==> src/drc_pkg.sv <==
// Purpose: Shared constants for the dual bank radio configuration store.
// Assumes: 24-bit serial words, sent most significant bit first.
// Notes:   Field positions are those of the control and frequency words.
package drc_pkg;
  // ==========================================================================
  // Serial word layout
  localparam int WORD_W = 24;
  localparam int SEL_HI = 23;
  localparam int SEL_LO = 22;
  localparam int SUB_BIT = 21;
  localparam logic [1:0] SEL_B0_FREQ = 2'h0;
  localparam logic [1:0] SEL_B1_FREQ = 2'h1;
  localparam logic [1:0] SEL_B1_CTL = 2'h2;
  localparam logic [1:0] SEL_HIGH = 2'h3;
  localparam logic SUB_B0_CTL = 1'h0;
  localparam int TEST_W = 21;
  localparam logic [TEST_W-1:0] TEST_CLEAR = 21'h0;
  // ==========================================================================
  // Per-bank block enable fields
  localparam int CTL_W = 13;
  localparam int LNA_HI = 1;
  localparam int LNA_LO = 0;
  localparam int MIX_BIT = 2;
  localparam int IF_BIT = 3;
  localparam int LIM_BIT = 4;
  localparam int RSSI_BIT = 5;
  localparam int ROUTE_BIT = 6;
  localparam int LPF_BIT = 7;
  localparam int SLC_BIT = 8;
  localparam int PA_HI = 10;
  localparam int PA_LO = 9;
  localparam int OSC_BIT = 11;
  localparam int PLL_BIT = 12;
  localparam logic [1:0] LNA_LOW_GAIN = 2'h1;
  localparam logic [1:0] PA_OFF = 2'h0;
  localparam logic [CTL_W-1:0] CTL_RST = 13'h0;
  // ==========================================================================
  // Shared fields
  localparam int FREQ_W = 22;
  localparam int DEV_HI = 20;
  localparam int DEV_LO = 13;
  localparam int DEV_W = 8;
  localparam int DEV_SHIFT = 2;
  localparam int SLICER_LEARN_SELECT_BIT = 15;
  localparam int MM_BIT = 16;
  localparam int LOOP_DIVIDER_SELECT_BIT = 17;
  localparam int ACQUISITION_ACCEL_FACTOR_HI = 20;
  localparam int ACQUISITION_ACCEL_FACTOR_LO = 18;
  localparam logic [FREQ_W-1:0] FREQ_RST = 22'h0;
  localparam logic [DEV_W-1:0] DEV_RST = 8'h00;
  localparam logic [2:0] ACQUISITION_ACCEL_FACTOR_RST = 3'h0;
  localparam logic MM_FSK = 1'h0;
endpackage

==> src/drc_config.sv <==
// Purpose: Serial-loaded two-bank configuration store of a radio transceiver.
// Assumes: Serial clock, data, strobe and the mode pins are asynchronous to I_CLOCK.
// Notes:   The serial clock is oversampled; it must stay well below I_CLOCK / 4.
// Operation
// - Amplifier field: 01 low gain, 11 normal.
// - Single bits enable mixer, IF, limiter, others.
// - Route bit selects demodulator or strength path.
// - Power amp field sets attenuation, enables modulation.
// - Synthesizer bit enables whole synthesizer group.
// - Demodulator auto-enabled by limiter, lowpass, FSK route.
// - Bank zero frequency: 22 bits, reset zero.
// - Bank one frequency: 22 bits, reset zero.
// - Shared 8-bit deviation in bank zero control.
// - Slicer hold or learning mode select bit.
// - Three-bit acceleration factor, reset zero.
// - Divider select bit: 256 or 512.
// - Modulation select; host never writes one.
// - Synthesizer word: bank frequency, plus four deviations when modulation is on and TX data is one.
// - Standby low powers down; programming still works.
// - Each bank stores frequency and enables independently.
// - Bank-select pin level picks active bank.
// - Rising serial clock shifts data, MSB first.
// - Strobe rise loads latch chosen by address.
// - Only last twenty-four bits are kept.
// - Test latch address 111; zero data clears.
module drc_config (
  input  wire logic        I_CLOCK,
  input  wire logic        I_RSTN,
  input  wire logic        I_SER_CLOCK,
  input  wire logic        I_SER_DATA,
  input  wire logic        I_SER_STROBE,
  input  wire logic        I_STANDBY_N_PIN,
  input  wire logic        I_BANK_SELECT,
  input  wire logic        I_TX_DATA,
  output logic             O_LNA_ON,
  output logic             O_LNA_LOW_GAIN,
  output logic             O_MIXER_ON,
  output logic             O_IF_AMP_ON,
  output logic             O_LIMITER_ON,
  output logic             O_STRENGTH_ON,
  output logic             O_ROUTE_TO_STRENGTH,
  output logic             O_LOWPASS_ON,
  output logic             O_SLICER_ON,
  output logic [1:0]       O_POWER_AMP_MODE,
  output logic             O_TX_MOD_ON,
  output logic             O_OSCILLATOR_ON,
  output logic             O_SYNTH_ON,
  output logic             O_DEMOD_ON,
  output logic             O_SLICER_LEARN,
  output logic [2:0]       O_ACCEL_FACTOR,
  output logic             O_DIVIDE_512,
  output logic             O_MODULATION_SELECT,
  output logic [23:0]      O_SYNTH_WORD,
  output logic             O_TEST_MODE
);
  // ==========================================================================
  // Input synchronisers
  logic [2:0] sclk_sync_ff;
  logic [1:0] sdat_sync_ff;
  logic [2:0] strb_sync_ff;
  logic [1:0] stby_sync_ff;
  logic [1:0] bank_sync_ff;
  logic [1:0] txd_sync_ff;
  logic       sclk_rise;
  logic       strb_rise;
  logic       run;
  logic       bank;

  // Data takes the same two stages as the clock so the edge sees the bit it framed.
  always_ff @(posedge I_CLOCK or negedge I_RSTN) begin
    if (!I_RSTN) begin
      sclk_sync_ff <= 3'h0;
      sdat_sync_ff <= 2'h0;
      strb_sync_ff <= 3'h0;
      stby_sync_ff <= 2'h0;
      bank_sync_ff <= 2'h0;
      txd_sync_ff  <= 2'h0;
    end else begin
      sclk_sync_ff <= {sclk_sync_ff[1:0], I_SER_CLOCK};
      sdat_sync_ff <= {sdat_sync_ff[0], I_SER_DATA};
      strb_sync_ff <= {strb_sync_ff[1:0], I_SER_STROBE};
      stby_sync_ff <= {stby_sync_ff[0], I_STANDBY_N_PIN};
      bank_sync_ff <= {bank_sync_ff[0], I_BANK_SELECT};
      txd_sync_ff  <= {txd_sync_ff[0], I_TX_DATA};
    end
  end

  assign sclk_rise = sclk_sync_ff[1] & ~sclk_sync_ff[2];
  assign strb_rise = strb_sync_ff[1] & ~strb_sync_ff[2];
  assign run       = stby_sync_ff[1];
  assign bank      = bank_sync_ff[1];

  // ==========================================================================
  // Shift register
  logic [drc_pkg::WORD_W-1:0] shift_ff;

  // Older bits fall off the top, so only the last full word survives.
  always_ff @(posedge I_CLOCK or negedge I_RSTN) begin
    if (!I_RSTN) begin
      shift_ff <= 24'h000000;
    end else if (sclk_rise) begin
      shift_ff <= {shift_ff[drc_pkg::WORD_W-2:0], sdat_sync_ff[1]};
    end
  end

  // ==========================================================================
  // Latches
  logic [1:0]                 sel;
  logic                       ld_f0;
  logic                       ld_f1;
  logic                       ld_c1;
  logic                       ld_c0;
  logic                       ld_t;
  logic [drc_pkg::CTL_W-1:0]  ctl0_ff;
  logic [drc_pkg::CTL_W-1:0]  ctl1_ff;
  logic [drc_pkg::FREQ_W-1:0] freq0_ff;
  logic [drc_pkg::FREQ_W-1:0] freq1_ff;
  logic [drc_pkg::DEV_W-1:0]  dev_ff;
  logic                       learn_ff;
  logic                       mod_sel_ff;
  logic                       div_ff;
  logic [2:0]                 accel_ff;
  logic [drc_pkg::TEST_W-1:0] test_ff;

  assign sel   = shift_ff[drc_pkg::SEL_HI:drc_pkg::SEL_LO];
  assign ld_f0 = strb_rise & (sel == drc_pkg::SEL_B0_FREQ);
  assign ld_f1 = strb_rise & (sel == drc_pkg::SEL_B1_FREQ);
  assign ld_c1 = strb_rise & (sel == drc_pkg::SEL_B1_CTL);
  assign ld_c0 = strb_rise & (sel == drc_pkg::SEL_HIGH)
               & (shift_ff[drc_pkg::SUB_BIT] == drc_pkg::SUB_B0_CTL);
  assign ld_t  = strb_rise & (sel == drc_pkg::SEL_HIGH)
               & (shift_ff[drc_pkg::SUB_BIT] != drc_pkg::SUB_B0_CTL);

  // Loading works in standby too, so words can be preloaded before operation.
  always_ff @(posedge I_CLOCK or negedge I_RSTN) begin
    if (!I_RSTN) begin
      freq0_ff <= drc_pkg::FREQ_RST;
      freq1_ff <= drc_pkg::FREQ_RST;
    end else begin
      if (ld_f0) begin
        freq0_ff <= shift_ff[drc_pkg::FREQ_W-1:0];
      end
      if (ld_f1) begin
        freq1_ff <= shift_ff[drc_pkg::FREQ_W-1:0];
      end
    end
  end

  always_ff @(posedge I_CLOCK or negedge I_RSTN) begin
    if (!I_RSTN) begin
      ctl0_ff <= drc_pkg::CTL_RST;
      dev_ff  <= drc_pkg::DEV_RST;
    end else if (ld_c0) begin
      ctl0_ff <= shift_ff[drc_pkg::CTL_W-1:0];
      dev_ff  <= shift_ff[drc_pkg::DEV_HI:drc_pkg::DEV_LO];
    end
  end

  always_ff @(posedge I_CLOCK or negedge I_RSTN) begin
    if (!I_RSTN) begin
      ctl1_ff    <= drc_pkg::CTL_RST;
      learn_ff   <= 1'h0;
      mod_sel_ff <= drc_pkg::MM_FSK;
      div_ff     <= 1'h0;
      accel_ff   <= drc_pkg::ACQUISITION_ACCEL_FACTOR_RST;
    end else if (ld_c1) begin
      ctl1_ff    <= shift_ff[drc_pkg::CTL_W-1:0];
      learn_ff   <= shift_ff[drc_pkg::SLICER_LEARN_SELECT_BIT];
      mod_sel_ff <= shift_ff[drc_pkg::MM_BIT];
      div_ff     <= shift_ff[drc_pkg::LOOP_DIVIDER_SELECT_BIT];
      accel_ff   <= shift_ff[drc_pkg::ACQUISITION_ACCEL_FACTOR_HI:drc_pkg::ACQUISITION_ACCEL_FACTOR_LO];
    end
  end

  // Any nonzero payload arms the test latch; an all-zero payload or a reset clears it again.
  always_ff @(posedge I_CLOCK or negedge I_RSTN) begin
    if (!I_RSTN) begin
      test_ff <= drc_pkg::TEST_CLEAR;
    end else if (ld_t) begin
      test_ff <= shift_ff[drc_pkg::TEST_W-1:0];
    end
  end

  // ==========================================================================
  // Active bank and outputs
  logic [drc_pkg::CTL_W-1:0]  act;
  logic [drc_pkg::FREQ_W-1:0] act_freq;
  logic [1:0]                 pa;
  logic                       mod_on;
  logic [23:0]                dev_step;

  // A plain mux keeps bank switching free of any serial edge.
  assign act      = bank ? ctl1_ff : ctl0_ff;
  assign act_freq = bank ? freq1_ff : freq0_ff;
  assign pa       = run ? act[drc_pkg::PA_HI:drc_pkg::PA_LO] : drc_pkg::PA_OFF;
  assign mod_on   = (pa != drc_pkg::PA_OFF) & (mod_sel_ff == drc_pkg::MM_FSK);
  assign dev_step = 24'(dev_ff) << drc_pkg::DEV_SHIFT;

  assign O_LNA_ON            = run & act[drc_pkg::LNA_LO];
  assign O_LNA_LOW_GAIN      = run
                             & (act[drc_pkg::LNA_HI:drc_pkg::LNA_LO] == drc_pkg::LNA_LOW_GAIN);
  assign O_MIXER_ON          = run & act[drc_pkg::MIX_BIT];
  assign O_IF_AMP_ON         = run & act[drc_pkg::IF_BIT];
  assign O_LIMITER_ON        = run & act[drc_pkg::LIM_BIT];
  assign O_STRENGTH_ON       = run & act[drc_pkg::RSSI_BIT];
  assign O_ROUTE_TO_STRENGTH = act[drc_pkg::ROUTE_BIT];
  assign O_LOWPASS_ON        = run & act[drc_pkg::LPF_BIT];
  assign O_SLICER_ON         = run & act[drc_pkg::SLC_BIT];
  assign O_POWER_AMP_MODE    = pa;
  assign O_TX_MOD_ON         = mod_on;
  assign O_OSCILLATOR_ON     = run & act[drc_pkg::OSC_BIT];
  assign O_SYNTH_ON          = run & act[drc_pkg::PLL_BIT];
  assign O_DEMOD_ON          = run & act[drc_pkg::LIM_BIT] & act[drc_pkg::LPF_BIT]
                             & ~act[drc_pkg::ROUTE_BIT];
  assign O_SLICER_LEARN      = learn_ff;
  assign O_ACCEL_FACTOR      = accel_ff;
  assign O_DIVIDE_512        = div_ff;
  assign O_MODULATION_SELECT = mod_sel_ff;
  assign O_TEST_MODE         = (test_ff != drc_pkg::TEST_CLEAR);
  // Deviation is only added while modulation is live, so receive keeps a clean word.
  assign O_SYNTH_WORD        = 24'(act_freq)
                             + ((mod_on & txd_sync_ff[1]) ? dev_step : 24'h000000);
endmodule

==> config.mk <==
export PLATFORM = sky130hd
export DESIGN_NAME = drc_config
export DESIGN_NICKNAME = d
export VERILOG_FILES = /design/src/drc_pkg.sv /design/src/drc_config.sv
export SDC_FILE = /design/constraint.sdc
export NUM_CORES = 1
export LEC_CHECK = 0
export BUFFER_PORTS_ARGS = -buffer_cell sky130_fd_sc_hd__buf_2
export CAP_MARGIN = 40
export CORE_UTILIZATION = 54
export DETAILED_ROUTE_END_ITERATION = 12
export PLACE_DENSITY = 0.85
export SLEW_MARGIN = 20
export SYNTH_ARGS = -nofsm -noshare
export SYNTH_HDL_FRONTEND = slang
export SYNTH_SLANG_ARGS = --single-unit
==> constraint.sdc <==
create_clock -name I_CLOCK -period 2.7 [get_ports I_CLOCK]
set_input_delay 0 -clock I_CLOCK [delete_from_list [all_inputs] [get_ports I_CLOCK]]
set_output_delay 0 -clock I_CLOCK [all_outputs]
set_load 0.005 [all_outputs]
# Word level (Yosys, flattened, before mapping)
# Cells that the tools add are included.
[totals]
register_bits = 143
in_bits = 8
output_inout_bits = 46
word_cells = 56
[op_classes]
n_addsub = 1
n_eq_ne = 4
mux = 4
bitwise = 27
n_reduce_logical = 3
[ops]
columns = ["op", "n"]
rows = [
  ["adder 22 x 10 -> 23 bit", 1],
  ["bitwise AND 1 bit", 22],
  ["2-to-1 mux 22 bit", 1],
  ["nonzero test 21 bit", 1],
  ["2-to-1 mux 13 bit", 1],
  ["2-to-1 mux 10 bit", 1],
  ["NOT 1 bit", 5],
  ["== test 2 x 1 -> 1 bit, second input constant", 2],
  ["== test 2 bit, second input constant", 2],
  ["logical NOT 2 bit", 1],
  ["2-to-1 mux 2 bit", 1],
  ["nonzero test 2 bit", 1],
]

# Logic depth before layout (Yosys ltp)
# Gate-level depths: netlist of the first run.
[logic_depth]
word_depth = 7
ltp_mapped = 11

# Worst setup path after synthesis of the first run
# No wires, ideal clock.
[synth_path]
path_kind = "register to output"
start = "register bank_sync_ff[1]"
end = "output port O_SYNTH_WORD[18]"
t_arrival_ns = 2.733
setup_slack_ns = -0.033
stages_incl_launch_ff = 12
cell_sequence = "dfrtp_1 > buf_4 > buf_4 > buf_2 > mux2_2 > ha_1 > fa_1 > a211oi_1 > nor3_2 > nor2_2 > nor2_1 > xnor2_1"
[synth_between]
elab_chain_len = 7
elab_cells_between_ends = 8
classes_between = "1 x add/sub; 4 x mux; 2 x bitwise; 1 x reduce/logical"
[synth_rtl]
columns = ["element", "line", "source"]
rows = [
  ["start, declared", "drc_config.sv:62", "logic [1:0] bank_sync_ff;"],
  ["start signal, assigned", "drc_config.sv:83", "bank_sync_ff <= {bank_sync_ff[0], I_BANK_SELECT};"],
  ["2-to-1 mux 13 bit", "drc_config.sv:193", "assign act = bank ? ctl1_ff : ctl0_ff;"],
  ["2-to-1 mux 2 bit", "drc_config.sv:195", "assign pa = run ? act[drc_pkg::PA_HI:drc_pkg::PA_LO] : drc_pkg::PA_OFF;"],
  ["nonzero test 2 bit", "drc_config.sv:196", "assign mod_on = (pa != drc_pkg::PA_OFF) & (mod_sel_ff == drc_pkg::MM_FSK);"],
  ["bitwise AND 1 bit", "drc_config.sv:196", ""],
  ["bitwise AND 1 bit", "drc_config.sv:222", "+ ((mod_on & txd_sync_ff[1]) ? dev_step : 24'h000000);"],
  ["2-to-1 mux 10 bit", "drc_config.sv:222", ""],
  ["adder 22 x 10 -> 23 bit *", "drc_config.sv:222", ""],
  ["end, declared", "drc_config.sv:53", "output logic [23:0] O_SYNTH_WORD,"],
]
# Every way passes the cells marked *; elsewhere a longest branch is shown, timed or not.

# Final worst setup path of the first run
[layout_path]
start = "register bank_sync_ff[1]"
end = "output port O_SYNTH_WORD[12]"
# The elaborated chain is that of the path after synthesis.

==> results of run 1 <==
layer usage:
layer	vias to the layer above	GRT usage	routed length [µm]
met5	-	0	0
met4	0	0.1595	892
met3	64	0.06696	817
met2	181	0.4588	8144
met1	2273	0.3507	6772
li1	1884	-	-
cell type report:
type / count / area [µm²] / share of cell area
clock buffer: 27 / 513.0 / 0.06320
clock inverter: 5 / 77.57 / 0.009558
inverter: 2 / 7.507 / 0.0009249
multi-input combinational: 304 / 3099 / 0.3818
sequential: 143 / 3581 / 0.4412
tap: 143 / 178.9 / 0.02204
timing repair buffer: 93 / 659.4 / 0.08124
logic make-up after synthesis:
kind of cell               Yosys count  share of synthesized area
xor gates and xnor gates            21                    0.02833
other                                1                  0.0005776
adders and majority gates            9                    0.01850
muxes                              162                     0.2767
and+or+nand+nor                     77                    0.06437
buffers and inverters               21                    0.01850
DFF                                143                     0.5512
AOI/OAI and AO/OA                   33                    0.04182
metrics by stage:
step	util	area [µm²]	power, mW
global placement	0.6022	6964	3.240
detailed placement	0.6046	6992	3.308
floorplan	-	6497	2.969
finish	0.7018	8117	5.758
global route	0.7018	8117	5.936
CTS	0.6928	8013	5.711
how the worst max path moves through the flow:
| stage | startpoint | end | cells past startpoint |
|---|---|---|---|
| floorplan | bank_sync_ff[1]$_DFF_PN0_ | O_SYNTH_WORD[18] | 11 |
| global placement | bank_sync_ff[1]$_DFF_PN0_ | O_SYNTH_WORD[18] | 11 |
| detailed placement | bank_sync_ff[1]$_DFF_PN0_ | O_SYNTH_WORD[18] | 11 |
| CTS | bank_sync_ff[1]$_DFF_PN0_ | O_SYNTH_WORD[17] | 10 |
| global route | bank_sync_ff[1]$_DFF_PN0_ | O_SYNTH_WORD[12] | 11 |
| finish | bank_sync_ff[1]$_DFF_PN0_ | O_SYNTH_WORD[12] | 11 |
power by group through the flow:
stage	clock, mW	combinational, mW	sequential, mW
2_1_floorplan	0	0.414	2.55
3_3_place_gp	0	0.568	2.67
3_5_place_dp	0	0.605	2.70
4_1_cts	2.33	0.707	2.68
5_1_grt	2.43	0.785	2.72
6_report	2.32	0.739	2.70
layout by cell type, fill, tap and decap left out, types with 3 or more instances in the layout:
| master | n |
|---|---|
| sky130_fd_sc_hd__a2111oi_4 | 3 |
| sky130_fd_sc_hd__and3_1 | 3 |
| sky130_fd_sc_hd__and3_4 | 5 |
| sky130_fd_sc_hd__buf_2 | 51 |
| sky130_fd_sc_hd__buf_4 | 25 |
| sky130_fd_sc_hd__buf_6 | 7 |
| sky130_fd_sc_hd__clkbuf_1 | 5 |
| sky130_fd_sc_hd__clkbuf_16 | 17 |
| sky130_fd_sc_hd__clkbuf_8 | 5 |
| sky130_fd_sc_hd__dfrtp_1 | 141 |
| sky130_fd_sc_hd__dlygate4sd3_1 | 7 |
| sky130_fd_sc_hd__ha_4 | 6 |
| sky130_fd_sc_hd__mux2_2 | 139 |
| sky130_fd_sc_hd__mux2i_1 | 22 |
| sky130_fd_sc_hd__nand2_1 | 7 |
| sky130_fd_sc_hd__nand3_1 | 4 |
| sky130_fd_sc_hd__nand4_1 | 3 |
| sky130_fd_sc_hd__nor2_1 | 19 |
| sky130_fd_sc_hd__nor2_2 | 4 |
| sky130_fd_sc_hd__nor2_4 | 5 |
| sky130_fd_sc_hd__nor2b_2 | 3 |
| sky130_fd_sc_hd__nor3_2 | 5 |
| sky130_fd_sc_hd__nor4_1 | 4 |
| sky130_fd_sc_hd__o211ai_1 | 5 |
| sky130_fd_sc_hd__o21ai_2 | 4 |
| sky130_fd_sc_hd__xnor2_1 | 11 |
| sky130_fd_sc_hd__xor2_1 | 10 |
state kept, by name, summed over array words and instances, names as in the netlist:
name,count
O_SLICER_LEARN,1
bank_sync_ff,2
sdat_sync_ff,2
freq1_ff,22
O_DIVIDE_512,1
ctl0_ff,13
stby_sync_ff,2
ctl1_ff,13
sclk_sync_ff,3
test_ff,21
strb_sync_ff,3
freq0_ff,22
O_MODULATION_SELECT,1
shift_ff,24
O_ACCEL_FACTOR,3
dev_ff,8
txd_sync_ff,2
timing repair:
action,in CTS,in global routing
cloned,1,0
setup endpoints to repair,18,19
hold buffers,7,0
setup buffers,13,4
resized for setup,42,19
endpoints found under the hold margin,72,0
pin swaps,31,24
==> metrics.txt, run 1 <==
logic gate share of total power 0.128; Worst path max stage delay 540 ps; Avg Cell Area, Syn roughly 14 µm²; total via count in the routed design roughly 4.4k; part of the power in registers 0.469; cell family with most CP delay compound AO/OA/AOI/OAI gates; Seq/Total Area, Yosys 0.5512; CTS Buffer Depth 2; critical-path maximum fanout 5; final HPWL from detailed placement a little over 9000 µm; final setup violation count 18; wire length of the first global-routing pass 26420 µm; achievable clock frequency between 300 and 400 MHz; cell with the most instances after synthesis sky130_fd_sc_hd__dfrtp_1; initial cell density of the core 0.5614; setup clock skew after layout 9.766 ps; share of power burned in the clock network 0.403; static leakage approximately 3.9 nW; Post-DRT Antenna Nets 0; pre-CTS worst setup slack -62.02 ps; number of violations of the max-capacitance limit 0; Cells after Synth between 400 and 500; Pre-antenna DRT Iters 11; Pwr Density between 700 and 800 nW/µm²; Setup Crit Path Kind register to primary output; number of buffers inserted during clock tree synthesis 17; Worst setup SP type register; number of global-route vias before repair ~4.7k; height of the die ~110 µm; Yosys warning total 0; switch share 0.2645; outcome finished, violations left; fraction of final layout cells sized beyond drive strength 1 0.5401; reg-to-reg critical path endpoint O_MODULATION_SELECT$_DFFE_PN0P_; TritonCTS clock tree done; buffer and inverter count on the worst path 3; die outline width around 110 µm; setup repair after global routing missed its margin true; Final Hold Violating Endpoints 0; antenna violations before repair 0; max-slew headroom at the worst pin 0.5442; number of vias per cell after detailed routing approximately 6; worst flop-to-flop path startpoint strb_sync_ff[2]$_DFF_PN0_; slack of the worst reg-to-reg path 930 ps; H-Tree Level Count 4; number of fill cells between 700 and 800; post-route worst setup slack -553.0 ps; layout overhead on the synthesized area 25.01%; GRT Residual Overflow 0; I/O pin total 54; pin count of the biggest net entering global routing 69; worst hold margin roughly 160 ps; cell with the biggest individual delay on the critical path sky130_fd_sc_hd__a2111oi_4; leading cell types by count after synthesis 143 x sky130_fd_sc_hd__dfrtp_1, 139 x sky130_fd_sc_hd__mux2_2, 25 x sky130_fd_sc_hd__nor2_1; post-route setup TNS -6971 ps; actual slew at the worst max-slew pin ~700 ps; failing checks DRC, setup timing; Total Nets Final between 500 and 600; area of the mapped netlist 6492 µm²; Total Routing Usage GR 0.2832; floorplan core area 11560 µm²; shortest clock period the worst path allows after layout about 3300 ps; total internal power around 4.2 mW; Diodes inserted 0; power spent charging and discharging nets roughly 1.5 mW; ranking of synthesized cells by area sky130_fd_sc_hd__dfrtp_1 55%, sky130_fd_sc_hd__mux2_2 24%, sky130_fd_sc_hd__mux2i_1 3.4%, sky130_fd_sc_hd__ha_1 1.5%, sky130_fd_sc_hd__xnor2_1 1.5%; final standard cell count with taps included and fillers excluded 717; Yosys top cell by area sky130_fd_sc_hd__dfrtp_1; number of enable-type register cells in the synthesized netlist 0; Critical Path, Cell by Cell buf_12 -> a2111oi_4 -> and3_4 -> ha_4 -> o211ai_1 -> buf_4 -> nor3_4 -> o211ai_1 -> xor2_1 -> mux2i_1 -> buf_2; last weighted congestion value of the routability-driven placer around 0.90; cell count after placement between 600 and 700; Async SR Flop Fraction 1.000; latest clock arrival within the worst-skew pair between 400 and 500 ps; Final period util 1.205; die area 12470 µm²; number of rows in the core area 39; VDD IR max 0.3779 mV; count of unresolved DRC violations after routing 5; fraction of post-synthesis cell area in the top cell type by area 0.5512; cell count of the worst reg-to-reg path 4; # port buffers between 50 and 60; net count after synthesis 484; total wirelength of the detailed-routed design approximately 17000 µm; required arrival time at the worst endpoint around 2700 ps; Critical Path AT approximately 3300 ps; register clock-pin slew on the reported worst setup and hold paths approximately 60 ps; post-synthesis register bit count between 100 and 150; path class of the lowest-slack min-delay path primary input to async pin; drt wl/cell ~23 µm; DRC marker count from the first detailed-route iteration 250; clock sink count about 140; Synth Flop Type sky130_fd_sc_hd__dfrtp_1; root buffer cell sky130_fd_sc_hd__clkbuf_16; Pins Over Slew Limit 0; crit end category primary output; Unique masters post-synth 45; most prevalent standard cell on the critical path sky130_fd_sc_hd__o211ai_1
No activity file was read; power rests on OpenSTA's default activity.
==> inputs of run 2 (changes only) <==
--- a/config.mk
+++ b/config.mk
@@ -5,11 +5,12 @@
 export SDC_FILE = /design/constraint.sdc
 export NUM_CORES = 1
 export LEC_CHECK = 0
+export ABC_AREA = 1
 export BUFFER_PORTS_ARGS = -buffer_cell sky130_fd_sc_hd__buf_2
 export CAP_MARGIN = 40
-export CORE_UTILIZATION = 54
+export CORE_UTILIZATION = 60
 export DETAILED_ROUTE_END_ITERATION = 12
-export PLACE_DENSITY = 0.85
+export PLACE_DENSITY = 0.89
 export SLEW_MARGIN = 20
 export SYNTH_ARGS = -nofsm -noshare
 export SYNTH_HDL_FRONTEND = slang
==> constraint.sdc (replaced) <==
create_clock -name I_CLOCK -period 3.8 [get_ports I_CLOCK]
set_input_delay 0 -clock I_CLOCK [delete_from_list [all_inputs] [get_ports I_CLOCK]]
set_output_delay 0 -clock I_CLOCK [all_outputs]
set_load 0.005 [all_outputs]
==> metrics.txt, run 2 <==
share of power burned in the clock network 0.486 (+0.083); number of rows in the core area 37 (-5.1%); most prevalent standard cell on the critical path sky130_fd_sc_hd__nand2_1; final instance area 7502 µm² (-7.6%); ranking of synthesized cells by area sky130_fd_sc_hd__dfrtp_1 56%, sky130_fd_sc_hd__nand2_1 14%, sky130_fd_sc_hd__o21ai_0 7.9%, sky130_fd_sc_hd__inv_1 3.8%, sky130_fd_sc_hd__nor2_1 3.0%; Top reg by flops shift_ff; path class of the lowest-slack min-delay path primary input to async pin; Diodes inserted 0 (unchanged); Yosys top cell by area sky130_fd_sc_hd__dfrtp_1; max reg flops 24 (unchanged); H-Tree Level Count 4 (unchanged); number of vias per cell after detailed routing 5.541 (-9.7%); layout overhead on the synthesized area 17.34%; Critical Path, Cell by Cell inv_2 -> nor2_1 -> nor3_2 -> o21ba_2 -> nand2_2 -> nor2_1 -> ha_1 -> fa_1 -> nand2_1 -> nand2_1 -> nand3_1 -> nand2_1 -> nand2_1 -> nand2_2 -> nand2_1 -> nand2_1 -> nand2_1 -> inv_1 -> buf_2; number of buffers inserted during clock tree synthesis 17 (unchanged); actual slew at the worst max-slew pin 732.1 ps (+50.02 ps); achievable clock frequency ~300 MHz; Total Nets Final 820 (+42%); most common library cell in the layout ignoring fill and taps sky130_fd_sc_hd__nand2_1; latest clock arrival within the worst-skew pair 530 ps (+120 ps); net count after synthesis 766 (+58%); Async SR Flop Fraction 1.000 (unchanged); Setup Crit Path Kind register to primary output; worst hold margin -3.059 ps (-162.9 ps); cell family with most CP delay simple AND/OR/NAND/NOR gates; logic gate share of total power 0.085 (-0.043); Post CTS Setup Buffer Count 0 (-13); root buffer cell sky130_fd_sc_hd__clkbuf_8; buffer and inverter count on the worst path 3 (unchanged); count of unresolved DRC violations after routing 0 (-5); Worst path max stage delay 550 ps (about the same); Final period util 0.8882; power spent charging and discharging nets 0.8942 mW (-41%); number of violations of the max-capacitance limit 0 (unchanged); Seq/Total Area, Yosys 0.5597 (+0.008521); Worst setup SP type register; cell with the most instances after synthesis sky130_fd_sc_hd__nand2_1; Unique masters post-synth 35 (-22%); max-slew headroom at the worst pin 0.5102 (-0.03400); Critical Path AT 3380 ps (+130 ps); Avg Cell Area, Syn 8.536 µm² (-39%); post-route setup TNS 0 ps (+6971 ps); area of the mapped netlist 6394 µm² (-1.5%); quantity of gates resized following cts 0 (-100%); crit end category primary output; pin count of the biggest net entering global routing 59 (-14%); GRT Residual Overflow 0 (unchanged); fraction of final layout cells sized beyond drive strength 1 0.1520 (-0.3881); die outline width 105.2 µm (-5.8%); die area 11070 µm² (-11%); floorplan core area 10320 µm² (-11%); leading cell types in the layout, fill and taps excluded 229 x sky130_fd_sc_hd__nand2_1, 143 x sky130_fd_sc_hd__dfrtp_1, 101 x sky130_fd_sc_hd__o21ai_0; final HPWL from detailed placement 9523 µm (+4.2%); standard cell area after detailed placement 6763 µm² (-3.3%); outcome finished, violations left; last weighted congestion value of the routability-driven placer 0.8582 (-4.3%); total wirelength of the detailed-routed design 15230 µm (-8.4%); clock sink count 143 (unchanged); drt wl/cell 16.00 µm (-31%); initial cell density of the core 0.6193 (+0.05792); Final Hold Violating Endpoints 6 (+6); shortest clock period the worst path allows after layout between 3000 and 4000 ps; Yosys warning total 0 (unchanged); Pwr Density 511.9 nW/µm² (-28%); critical-path maximum fanout 12 (+7); setup clock skew after layout 11.00 ps (+1.234 ps); largest registers in the final layout shift_ff (24), freq0_ff (22), freq1_ff (22); Cells after Synth 749 (+60%); register clock-pin slew on the reported worst setup and hold paths 60 ps (about the same); height of the die 105.2 µm (-5.8%); leading cell types by count after synthesis 230 x sky130_fd_sc_hd__nand2_1, 143 x sky130_fd_sc_hd__dfrtp_1, 101 x sky130_fd_sc_hd__o21ai_0; required arrival time at the worst endpoint 3800 ps (+1100 ps); TritonCTS clock tree done; # port buffers 52 (unchanged); number of enable-type register cells in the synthesized netlist 0 (unchanged); Total Routing Usage GR 0.2991 (+0.01588); post-synthesis register bit count 143 (unchanged); cell count after placement 913 (+38%); VDD IR max 0.3277 mV (-13%); final setup violation count 0 (-18); number of global-route vias before repair 5312 (+13%); Pins Over Slew Limit 0 (unchanged); part of the power in registers 0.429 (-0.040); antenna violations before repair 0 (unchanged); Post-DRT Antenna Nets 0 (unchanged); total via count in the routed design 5275 (+20%); cell with the biggest individual delay on the critical path sky130_fd_sc_hd__dfrtp_1; DRC marker count from the first detailed-route iteration 602 (+140%); setup repair after global routing missed its margin false; failing checks hold timing; number of fill cells 720 (+1.8%); fraction of post-synthesis cell area in the top cell type by area 0.5597 (+0.008521); total internal power 2.946 mW (-30%); wire length of the first global-routing pass 25530 µm (-3.4%); static leakage 3.740 nW (-4.5%); Pre-antenna DRT Iters 8 (-3); I/O pin total 54 (unchanged); Synth Flop Type sky130_fd_sc_hd__dfrtp_1; hold buffer count at cts 7 (unchanged); CTS Buffer Depth 2 (unchanged); final standard cell count with taps included and fillers excluded 952 (+33%); switch share 0.2328 (-0.03163)
## run 2: changes by cell type in the layout (fill, tap and decap cells not counted), sizes merged, moves of 21 or more
cell / change
nor2: +27
mux2: -140
o21ai: +132
inv: +66
mux2i: -21
nand2: +238
buf: -25
## run 2: kinds of logic after synthesis
| group | share of synthesized area |
|---|---|
| DFF | 0.5597 |
| muxes | 0.001566 |
| adders and majority gates | 0.01879 |
| xor gates and xnor gates | 0.01781 |
| AOI/OAI and AO/OA | 0.1153 |
| other | 0.0005865 |
| and+or+nand+nor | 0.2217 |
| buffers and inverters | 0.06458 |
## run 2: power by group through the flow
stage                     clock [mW]  sequential [mW]  combinational (mW)
after global routing            1.94             1.65               0.366
after global placement             0             1.66               0.296
final                           1.87             1.65               0.328
after floorplan                    0             1.66               0.188
after detailed placement           0             1.67               0.315
after CTS                       1.88             1.64               0.327
## run 2: per-stage QoR
step	power, mW	util	setup slack (ps)
final	3.840	0.7267	424.7
after CTS	3.849	0.7267	453.5
after global placement	1.960	0.6522	1145
after global routing	3.962	0.7267	174.0
after floorplan	1.844	-	1433
after detailed placement	1.983	0.6551	1016
## run 2: worst paths after layout
check                      slack, ps  cells past startpoint                       from                        end
setup reg to reg                2040                      3  strb_sync_ff[2]$_DFF_PN0_    test_ff[14]$_DFFE_PN0P_
hold reg to reg                  350                      0  strb_sync_ff[0]$_DFF_PN0_  strb_sync_ff[1]$_DFF_PN0_
max in group asynchronous       3000                      3                     I_RSTN    test_ff[18]$_DFFE_PN0P_
hold / removal                    -3                      2                     I_RSTN  sclk_sync_ff[2]$_DFF_PN0_
min in group I_CLOCK             120                      2                I_SER_CLOCK  sclk_sync_ff[0]$_DFF_PN0_
setup / recovery                 420                     19  bank_sync_ff[1]$_DFF_PN0_           O_SYNTH_WORD[20]
## run 2: worst reg2reg max path, stage by stage (launching register included)
cell and delay [ps]:
sky130_fd_sc_hd__dfrtp_1 390, sky130_fd_sc_hd__nor4_2 390, sky130_fd_sc_hd__nand2_2 510, sky130_fd_sc_hd__o21ai_1 370
## run 2: cell type report
type                    count  area, µm²  share of cell area
flip-flops and latches    143       3578              0.4770
multi-input cells         505       2405              0.3205
clock buffers              22      462.9             0.06171
repair buffers             68      424.2             0.05654
inverters                  68      255.2             0.03402
clock inverters            10      206.4             0.02752
well taps                 136      170.2             0.02268
## run 2: layer usage
layer,up-vias,track usage,share of wire
li1,2476,-,-
met1,2545,0.3866,0.43
met2,225,0.4840,0.48
met3,29,0.07236,0.069
met4,0,0.1298,0.024
met5,-,0,0
